--- src/logic/smm_route_pkg.sv ---
package smm_route_pkg;

    // =====================================================
    // Register map: printed offsets are word indexes
    // =====================================================
    localparam int          ADDR_W         = 12;
    localparam logic [7:0]  IDX_REORDER    = 8'h6e;
    localparam logic [7:0]  IDX_CTRL       = 8'h83;
    localparam logic [7:0]  IDX_ATTR       = 8'h84;
    localparam logic [11:0] ADDR_REORDER   = {2'b00, IDX_REORDER, 2'b00};
    localparam logic [11:0] ADDR_CTRL      = {2'b00, IDX_CTRL, 2'b00};
    localparam logic [11:0] ADDR_ATTR      = {2'b00, IDX_ATTR, 2'b00};

    // =====================================================
    // Reset values and writable-bit masks
    // =====================================================
    localparam logic [7:0]  RST_REORDER    = 8'h00;
    localparam logic [7:0]  RST_CTRL       = 8'h08;
    localparam logic [31:0] RST_ATTR       = 32'h00000000;
    localparam logic [7:0]  REORDER_WMASK  = 8'hbf;
    localparam logic [7:0]  CTRL_WMASK     = 8'hf8;
    localparam logic [31:0] ATTR_WMASK     = 32'h3ffffff0;

    // =====================================================
    // Field positions
    // =====================================================
    localparam int          REORDER_EN_BIT = 7;
    localparam int          THR_LSB        = 0;
    localparam int          THR_W          = 6;
    localparam int          RD_EN_BIT      = 7;
    localparam int          WR_EN_BIT      = 6;
    localparam int          MODE_LSB       = 4;
    localparam int          REMAP_BIT      = 3;
    localparam int          ATTR_LSB       = 4;
    localparam int          ATTR_REGIONS   = 13;
    localparam logic [3:0]  ATTR_TOP_IDX   = 4'hc;

    // =====================================================
    // Address ranges
    // =====================================================
    localparam logic [31:0] WIN_LO         = 32'h000a0000;
    localparam logic [31:0] WIN_HI         = 32'h000bffff;
    localparam logic [31:0] REMAP_LO       = 32'h00038000;
    localparam logic [31:0] REMAP_HI       = 32'h0003ffff;
    localparam logic [31:0] SHADOW_LO      = 32'h000c0000;
    localparam logic [31:0] SHADOW_TOP     = 32'h000f0000;
    localparam logic [31:0] SHADOW_HI      = 32'h000fffff;

    localparam logic        HRESP_OKAY     = 1'b0;

    typedef enum logic [1:0] {
        MODE_CLOSED    = 2'b00,
        MODE_OPEN      = 2'b01,
        MODE_LOCKED    = 2'b10,
        MODE_PROTECTED = 2'b11
    } access_mode_e;

    typedef struct packed {
        logic [31:0] addr;
        logic        write;
        logic        code;
        logic        sysmgmt_request_indication_n;
    } mem_req_s;

    typedef struct packed {
        logic        valid;
        logic        to_sdram;
        logic [31:0] addr;
    } mem_route_s;

endpackage

--- src/logic/smm_range_and_memory_routing.sv ---
`timescale 1ns/1ps
module smm_range_and_memory_routing
    import smm_route_pkg::*;
#(
    parameter int PEND_W = 7
) (
    // Clock and reset
    input  wire logic              hclk,
    input  wire logic              hresetn,
    // AHB-Lite slave
    input  wire logic              hsel,
    input  wire logic [ADDR_W-1:0] haddr,
    input  wire logic [1:0]        htrans,
    input  wire logic              hwrite,
    input  wire logic [2:0]        hsize,
    input  wire logic [31:0]       hwdata,
    input  wire logic              hready,
    output logic      [31:0]       hrdata,
    output logic                   hreadyout,
    output logic                   hresp,
    // CPU memory request path
    input  wire logic              req_valid,
    input  wire mem_req_s          req,
    output mem_route_s             route,
    // Refresh arbitration
    input  wire logic              refresh_trigger,
    input  wire logic              refresh_serviced,
    output logic      [PEND_W-1:0] refresh_pending,
    output logic                   refresh_top_priority,
    output logic                   reorder_enable
);

    // =====================================================
    // Decode helpers
    // =====================================================
    function automatic logic in_range(input logic [31:0] a,
                                      input logic [31:0] lo,
                                      input logic [31:0] hi);
        return (a >= lo) && (a <= hi);
    endfunction

    function automatic logic [31:0] read_word(input logic [11:0] a,
                                              input logic [7:0]  rr,
                                              input logic [7:0]  ctl,
                                              input logic [31:0] att);
        logic [31:0] w;
        w = 32'h00000000;
        case (a)
            ADDR_REORDER: w = {24'h000000, rr};
            ADDR_CTRL:    w = {24'h000000, ctl};
            ADDR_ATTR:    w = att;
            default:      w = 32'h00000000;
        endcase
        return w;
    endfunction

    // Legacy window decision for an access that already hit the window
    function automatic logic win_to_sdram(input logic [7:0] ctl,
                                          input logic       wr,
                                          input logic       code,
                                          input logic       smm_n);
        logic         en;
        access_mode_e mode;
        en   = wr ? ctl[WR_EN_BIT] : ctl[RD_EN_BIT];
        mode = access_mode_e'(ctl[MODE_LSB +: 2]);
        if (!en) begin
            return 1'b0;
        end
        if (smm_n) begin
            return mode == MODE_OPEN;
        end
        case (mode)
            MODE_OPEN, MODE_PROTECTED: return 1'b1;
            MODE_CLOSED, MODE_LOCKED:  return code;
            default:                   return 1'b0;
        endcase
    endfunction

    // Shadow region C0000h-FFFFFh: 16KB fields below F0000h, one 64KB above
    function automatic logic shadow_to_sdram(input logic [31:0] att,
                                             input logic [31:0] a,
                                             input logic        wr);
        logic [3:0] idx;
        logic [1:0] fld;
        idx = (a >= SHADOW_TOP) ? ATTR_TOP_IDX : a[17:14];
        fld = att[ATTR_LSB + 2 * int'(idx) +: 2];
        return wr ? fld[1] : fld[0];
    endfunction

    // =====================================================
    // AHB-Lite address and data phase
    // =====================================================
    logic              addr_phase;
    logic              dp_write_r;
    logic [ADDR_W-1:0] dp_addr_r;

    assign addr_phase = hsel && htrans[1] && hready;

    always_ff @(posedge hclk or negedge hresetn) begin
        if (!hresetn) begin
            dp_write_r <= 1'b0;
            dp_addr_r  <= '0;
        end else begin
            dp_write_r <= addr_phase && hwrite;
            if (addr_phase) begin
                dp_addr_r <= haddr;
            end
        end
    end

    // =====================================================
    // Registers
    // =====================================================
    logic [7:0]  reorder_r;
    logic [7:0]  reorder_nxt;
    logic [7:0]  ctrl_r;
    logic [7:0]  ctrl_nxt;
    logic [31:0] attr_r;
    logic [31:0] attr_nxt;

    always_comb begin
        reorder_nxt = reorder_r;
        ctrl_nxt    = ctrl_r;
        attr_nxt    = attr_r;
        if (dp_write_r) begin
            case (dp_addr_r)
                ADDR_REORDER: reorder_nxt = hwdata[7:0] & REORDER_WMASK;
                ADDR_CTRL:    ctrl_nxt    = hwdata[7:0] & CTRL_WMASK;
                ADDR_ATTR:    attr_nxt    = hwdata & ATTR_WMASK;
                default:      ;
            endcase
        end
    end

    always_ff @(posedge hclk or negedge hresetn) begin
        if (!hresetn) begin
            reorder_r <= RST_REORDER;
            ctrl_r    <= RST_CTRL;
            attr_r    <= RST_ATTR;
        end else begin
            reorder_r <= reorder_nxt;
            ctrl_r    <= ctrl_nxt;
            attr_r    <= attr_nxt;
        end
    end

    assign reorder_enable = reorder_r[REORDER_EN_BIT];

    // Read data comes from the next values so that a read right behind
    // a write to the same register sees the new contents.
    always_ff @(posedge hclk or negedge hresetn) begin
        if (!hresetn) begin
            hrdata    <= 32'h00000000;
            hreadyout <= 1'b1;
            hresp     <= HRESP_OKAY;
        end else begin
            hreadyout <= 1'b1;
            hresp     <= HRESP_OKAY;
            if (addr_phase && !hwrite) begin
                hrdata <= read_word(haddr, reorder_nxt, ctrl_nxt, attr_nxt);
            end else begin
                hrdata <= 32'h00000000;
            end
        end
    end

    // =====================================================
    // Refresh bookkeeping
    // =====================================================
    logic [PEND_W-1:0] pending_nxt;
    logic [PEND_W-1:0] threshold;

    assign threshold = PEND_W'(reorder_nxt[THR_LSB +: THR_W]);

    // Saturates both ways; a trigger and a service together cancel
    always_comb begin
        pending_nxt = refresh_pending;
        case ({refresh_trigger, refresh_serviced})
            2'b10: begin
                if (refresh_pending != {PEND_W{1'b1}}) begin
                    pending_nxt = refresh_pending + 1'b1;
                end
            end
            2'b01: begin
                if (refresh_pending != '0) begin
                    pending_nxt = refresh_pending - 1'b1;
                end
            end
            default: pending_nxt = refresh_pending;
        endcase
    end

    always_ff @(posedge hclk or negedge hresetn) begin
        if (!hresetn) begin
            refresh_pending      <= '0;
            refresh_top_priority <= 1'b0;
        end else begin
            refresh_pending      <= pending_nxt;
            refresh_top_priority <= pending_nxt > threshold;
        end
    end

    // =====================================================
    // Request routing
    // =====================================================
    logic [31:0] eff_addr;
    logic        eff_sdram;

    always_comb begin
        eff_addr = req.addr;
        if (!req.sysmgmt_request_indication_n && ctrl_r[REMAP_BIT] &&
            in_range(req.addr, REMAP_LO, REMAP_HI)) begin
            eff_addr = req.addr - REMAP_LO + WIN_LO;
        end
        // Plain memory outside the decoded ranges stays on SDRAM
        if (in_range(eff_addr, WIN_LO, WIN_HI)) begin
            eff_sdram = win_to_sdram(ctrl_r, req.write, req.code,
                                     req.sysmgmt_request_indication_n);
        end else if (in_range(eff_addr, SHADOW_LO, SHADOW_HI)) begin
            eff_sdram = shadow_to_sdram(attr_r, eff_addr, req.write);
        end else begin
            eff_sdram = 1'b1;
        end
    end

    always_ff @(posedge hclk or negedge hresetn) begin
        if (!hresetn) begin
            route <= '0;
        end else begin
            route.valid <= req_valid;
            if (req_valid) begin
                route.to_sdram <= eff_sdram;
                route.addr     <= eff_addr;
            end
        end
    end
endmodule

--- config.mk ---
export PLATFORM = sky130hd
export DESIGN_NAME = smm_range_and_memory_routing
export DESIGN_NICKNAME = d
export VERILOG_FILES = /design/src/logic/smm_route_pkg.sv /design/src/logic/smm_range_and_memory_routing.sv
export SDC_FILE = /design/constraint.sdc
export NUM_CORES = 1
export LEC_CHECK = 0
export BUFFER_PORTS_ARGS = -buffer_cell sky130_fd_sc_hd__buf_2
export CAP_MARGIN = 5
export CORE_AREA = 2 2 108 110
export CTS_CLUSTER_SIZE = 40
export DETAILED_ROUTE_END_ITERATION = 10
export DIE_AREA = 0 0 110 112
export PLACE_DENSITY = 0.84
export SYNTH_ARGS = -nofsm -noshare
export SYNTH_HDL_FRONTEND = slang
export SYNTH_SLANG_ARGS = --single-unit
--- constraint.sdc ---
create_clock -name hclk -period 5.1 [get_ports hclk]
set_input_delay 0.51 -clock hclk [delete_from_list [all_inputs] [get_ports hclk]]
set_output_delay 0.51 -clock hclk [all_outputs]
set_load 0.01 [all_outputs]
Word level (Yosys, flattened, before mapping)
Cells that the tools add are included.
{"block": "word_totals", "reg_bits": 135, "output_inout_bits": 77, "wordCells": 79}
{"block": "op_classes", "n_addsub": 5, "order_cmp": 8, "eq_ne": 12, "n_shift": 1, "n_mux": 27, "n_reduce_logical": 15}
{"op": "2-to-1 mux 32 bit", "count": 4}
{"op": ">= comparator 32 x 20 -> 1 bit (second input constant)", "count": 3}
{"op": "one-hot mux 32 bit (3 select lines)", "count": 1}
{"op": "less-or-equal comparator 32 x 20 -> 1 bit (second input constant)", "count": 2}
{"op": "equality test 12 x 10 -> 1 bit (second input constant)", "count": 4}
{"op": "adder 32 x 20 -> 32 bit (second input constant)", "count": 1}
{"op": ">= comparator 32 x 18 -> 1 bit (second input constant)", "count": 1}
{"op": "less-or-equal comparator 32 x 18 -> 1 bit (second input constant)", "count": 1}
{"op": "2-to-1 mux 8 bit", "count": 4}
{"op": "variable part select 32 x 7 -> 2 bit", "count": 1}
{"op": "subtractor 32 x 18 -> 32 bit (second input constant)", "count": 1}
{"op": "equality test 12 x 9 -> 1 bit (second input constant)", "count": 2}
{"op": "2-to-1 mux 7 bit", "count": 2}
{"op": "one-hot mux 7 bit (2 select lines)", "count": 1}
{"op": "2-to-1 mux 1 bit", "count": 13}
{"op": "logical AND 1 bit", "count": 9}
{"op": "adder 7 x 1 -> 7 bit (second input constant)", "count": 1}
{"op": "greater-than comparator 7 x 6 -> 1 bit", "count": 1}
{"op": "!= test 7 bit (second input constant)", "count": 1}
{"op": "nonzero test 7 bit", "count": 1}
{"op": "subtractor 7 x 1 -> 7 bit (second input constant)", "count": 1}
{"op": "adder 3 x 5 -> 6 bit (first input constant)", "count": 1}
{"op": "equality test 2 bit (second input constant)", "count": 3}
{"op": "equality test 2 x 1 -> 1 bit (second input constant)", "count": 2}
{"op": "other kinds (5)", "count": 7}

Logic depth before layout (Yosys ltp)
{"block": "logic_depth", "word_depth": 12, "mapped_depth": 16}

Worst setup path before layout
Ideal clock, no wire load.
{"block": "synth_timing", "path_type": "register to register", "startpoint": "register refresh_pending[0]", "endpoint": "register refresh_top_priority", "arrival_ps": 2651, "required_ps": 4976, "slack_ps": 2325, "path_stages_with_launch": 17, "synth_period_minus_slack_ps": 2775, "path_cell_list": "dfrtp_1 -> ha_1 -> and3_1 -> nand4_1 -> inv_1 -> a21oi_1 -> o21ai_0 -> nand2_1 -> o21ai_0 -> ha_1 -> nor2b_1 -> o21a_1 -> o21a_1 -> o21ai_0 -> nand2b_1 -> a21oi_1 -> o21bai_1"}
{"block": "synth_between", "elab_chain_len": 4, "elab_cells_between_ends": 8, "classes_between": "add/sub (2); order compare (1); eq/ne (1); mux (3); reduce/logical (1)"}
{"element": "start: declaration", "line_no": "smm_range_and_memory_routing.sv:28", "source": "output logic [PEND_W-1:0] refresh_pending,"}
{"element": "start signal: assignment", "line_no": "smm_range_and_memory_routing.sv:198", "source": "refresh_pending <= pending_nxt;"}
{"element": "subtractor 7 x 1 -> 7 bit (tied with other cells)", "line_no": "smm_range_and_memory_routing.sv:186", "source": "pending_nxt = refresh_pending - 1'b1;"}
{"element": "2-to-1 mux 7 bit (on tied branches)", "line_no": "smm_range_and_memory_routing.sv:185, smm_range_and_memory_routing.sv:180"}
{"element": "one-hot mux 7 bit (2 select lines) (*)", "line_no": "smm_range_and_memory_routing.sv:178", "source": "case ({refresh_trigger, refresh_serviced})"}
{"element": "net pending_nxt[1]", "line_no": "smm_range_and_memory_routing.sv:170", "source": "logic [PEND_W-1:0] pending_nxt;"}
{"element": "greater-than comparator 7 x 6 -> 1 bit (*)", "line_no": "smm_range_and_memory_routing.sv:199", "source": "refresh_top_priority <= pending_nxt > threshold;"}
{"element": "end signal: assignment", "line_no": "smm_range_and_memory_routing.sv:199"}
{"element": "end: declaration", "line_no": "smm_range_and_memory_routing.sv:29", "source": "output logic refresh_top_priority,"}
The timed path passes the listed nets; every way through them passes the cells marked *.
A chain may end at the register's enable or synchronous reset.

Worst setup path in the final report
Ends and elaborated chain as after synthesis.

==> insert_results.sql <==
INSERT INTO impl_metrics (metric_group, metric, value, unit) VALUES
('worst_setup_path', 'crit_path_cell_trace', 'ha_1 > and3_1 > nand4_1 > inv_1 > a21oi_1 > o21ai_0 > nand2_1 > o21ai_0 > ha_1 > nor2b_1 > o21a_1 > o21a_1 > o21ai_0 > nand2b_1 > a21oi_1 > o21bai_1', ''),
('timing', 'setup_viol_count_final', '0', ''),
('global_route', 'antenna_violations_before_repair', '1', ''),
('clock_tree', 'tritoncts.num_buffers', '17', ''),
('timing', 'post-route-period-util', '0.627', ''),
('synthesis', 'synth_async_sr_flop_share', '1.00', ''),
('min_path', 'holdCritPathClass', 'in -> async', ''),
('timing', 'grt_setup_unrepaired', 'no', ''),
('detailed_routing', 'postRouteWirelength', '14.2', 'mm'),
('worst_setup_path', 'critical-path-top-cell-by-count', 'o21ai_0', ''),
('worst_setup_path', 'setup.worst_path.end_class', 'register', ''),
('timing', 'skew', '0.00849', 'ns'),
('timing', 'slew_headroom', '0.484', ''),
('cells_and_area', 'final_common_cell', 'buf_2', ''),
('global_route', 'global_route_wire_length_before_repair', '22.8', 'mm'),
('placed_design', 'detailedPlacementHpwl', '10.1', 'mm'),
('timing', 'slew_violations', '0', ''),
('synthesis', 'synth_top_flop_cell', 'dfrtp_1', ''),
('global_route', 'globalRouteTotalUtil', '0.242', ''),
('synthesis', 'yosysSeqAreaShare', '0.546', ''),
('synthesis', 'yosysUniqueCellTypes', '66', ''),
('timing', 'report.final.hold_viol_count', '0', ''),
('placed_design', 'finalWeightedCongestion', '0.961', ''),
('detailed_routing', 'via_per_inst', '5.52', ''),
('synthesis', 'syn_area', '6190', 'um2'),
('flow_run', 'drv.max_cap_violation_count', '0', ''),
('power', 'ir_drop', '0.256', 'mV'),
('global_route', 'largest_net_degree_at_the_start_of_global_routing', '88', ''),
('power', 'power_leakage', '3.82', 'nW'),
('global_route', 'global_route_overflow', '0', ''),
('cells_and_area', 'nets', '772', ''),
('cells_and_area', 'syn_to_final_growth', '24.3', '%'),
('worst_setup_path', 'worstPathMaxFanout', '7', ''),
('floorplan', 'dieArea', '12300', 'um2'),
('detailed_routing', 'antenna_violating_nets_post_route', '0', ''),
('clock_tree', 'clk_pin_slew_worst_paths', '0.06', 'ns'),
('detailed_routing', 'dr_total_vias', '4556', ''),
('clock_tree', 'worstSkewPairLatency', '0.41', 'ns'),
('worst_setup_path', 'critical-path-slowest-cell', 'dfrtp_1', ''),
('worst_setup_path', 'path_delay_family', 'compound AO/OA/AOI/OAI gates', ''),
('clock_tree', 'hold_buffers', '0', ''),
('synthesis', 'synth_enable_flop_cells', '0', ''),
('worst_setup_path', 'setup.worst_path.class', 'reg -> reg', ''),
('run_status', 'status', 'completed', ''),
('worst_setup_path', 'start_kind', 'register', ''),
('worst_setup_path', 'timing.critical_path.slowest_cell_delay', '0.44', 'ns'),
('floorplan', 'start_util', '0.554', ''),
('worst_setup_path', 'timing.critical_path.required', '5.39', 'ns'),
('clock_tree', 'max-clock-path-buffers', '2', ''),
('clock_tree', 'ctsRootBufferMaster', 'clkbuf_16', ''),
('worst_setup_path', 'cp_data_arrival_time', '3.49', 'ns'),
('synthesis', 'synth_seq_cells', '135', ''),
('global_route', 'vias_in_the_first_global_route', '4748', ''),
('detailed_routing', 'drtPass1Iterations', '5', ''),
('floorplan', 'chipWidth', '110', 'um'),
('synthesis', 'postSynthNetCount', '612', ''),
('floorplan', 'die-height', '112', 'um'),
('clock_tree', 'post_cts_resized', '0', ''),
('detailed_routing', 'post_drt_wl_per_cell', '17.2', 'um'),
('cells_and_area', 'final_layout_size_suffix_gt1_frac', '0.419', ''),
('timing', 'fin_crit', '3.20', 'ns'),
('clock_tree', 'cts_tree', 'done', ''),
('worst_setup_path', 'path_buf_inv', '1', ''),
('timing', 'tightestPinTransition', '0.774', 'ns'),
('placed_design', 'place_area', '7090', 'um2'),
('power', 'finalPower', '2.92', 'mW'),
('floorplan', 'core', '11200', 'um2'),
('placed_design', 'buffer_ports.inserted', '160', ''),
('cells_and_area', 'filler_cells', '814', ''),
('clock_tree', 'cts.repair_timing.setup_buffer_count', '0', ''),
('cells_and_area', 'mostFrequentLayoutCells', 'buf_2 (159), dfrtp_1 (134), mux2_2 (70)', '');
-- routing by layer --
layer | part of all wire | up-vias | track usage
met5 | 0 | - | 0
met4 | 0.016 | 0 | 0.0928
met3 | 0.071 | 25 | 0.0650
met2 | 0.50 | 171 | 0.399
met1 | 0.42 | 2213 | 0.302
li1 | - | 2147 | -
-- worst reg2reg max path: stages, from the launching register on --
cell and delay (ns):
dfrtp_1 0.44, ha_1 0.27, and3_1 0.23, nand4_1 0.20, inv_1 0.06, a21oi_1 0.19
o21ai_0 0.17, nand2_1 0.10, o21ai_0 0.12, ha_1 0.33, nor2b_1 0.14, o21a_1 0.16
o21a_1 0.16, o21ai_0 0.15, nand2b_1 0.07, a21oi_1 0.17, o21bai_1 0.10
-- where the power goes --
group	total, mW	switching, mW	internal, mW
Sequential	1.23	0.0833	1.15
Combinational	0.455	0.256	0.199
Clock	1.23	0.484	0.746
-- metrics by stage --
stage / cells / hold slack [ns] / worst slack (ns)
floorplan: 508 / 0.214 / 2.32
global placement: 792 / 0.439 / 2.04
detailed placement: 792 / 0.445 / 1.96
CTS: 824 / 0.176 / 1.93
global route: 824 / 0.202 / 1.65
finish: 825 / 0.136 / 1.90
-- sequential cells by signal, summed over array words and instances (netlist names) --
register,count
attr_r,32
ctrl_r,8
dp_addr_r,12
dp_write_r,1
hrdata,32
refresh_pending,7
refresh_top_priority,1
reorder_r,8
route,34
-- kinds of logic after synthesis --
kind of cell / count (synthesis) / synth area share
and+or+nand+nor: 133 / 0.138
other: 2 / 0.00121
xor gates and xnor gates: 1 / 0.00142
buffers and inverters: 54 / 0.0366
AOI/OAI and AO/OA: 85 / 0.0981
adders and majority gates: 12 / 0.0243
DFF: 135 / 0.546
muxes: 86 / 0.154
-- path summary, 6_finish.rpt --
kind / cells after the start / startpoint / slack, ns / to
max: 16 / refresh_pending[0] / 1.90 / refresh_top_priority
min: 1 / hresetn / 0.14 / hrdata[13]
max reg2reg: 16 / refresh_pending[0] / 1.90 / refresh_top_priority
min reg2reg: 2 / reorder_r[6] / 0.46 / reorder_r[6]
max in group asynchronous: 2 / hresetn / 3.87 / attr_r[8]
min in group hclk: 2 / req[15] / 0.33 / route[12]
-- cell usage after synthesis, types with 4 or more instances --
cell type | count | area [um2]
o22ai_1 | 7 | 43.8
nor2b_1 | 31 | 194
mux2_2 | 70 | 788
buf_2 | 7 | 35.0
nand2b_1 | 8 | 50.1
nand3_1 | 8 | 40.0
nor3_1 | 8 | 40.0
dfrtp_1 | 134 | 3350
o21a_1 | 13 | 97.6
a31oi_1 | 5 | 31.3
nand2_1 | 16 | 60.1
o32ai_1 | 4 | 35.0
o31ai_1 | 8 | 60.1
inv_1 | 33 | 124
o21ai_0 | 13 | 65.1
o211ai_1 | 4 | 30.0
ha_1 | 12 | 150
clkbuf_1 | 10 | 37.5
a21oi_1 | 9 | 45.0
mux2i_1 | 15 | 150
nor2_1 | 23 | 86.3
nand4_1 | 7 | 43.8
or4_1 | 4 | 30.0
-- final cells by class --
class,instances,area [um2],share of cell area
antenna,1,2.50,0.000325
timing repair buffer,162,822,0.107
clock inverter,14,166,0.0216
inverter,33,124,0.0161
multi-input combinational,319,2580,0.336
tap,143,179,0.0233
clock buffer,18,439,0.0571
sequential,135,3380,0.439
Note: power is estimated with default switching activity, not from simulation.
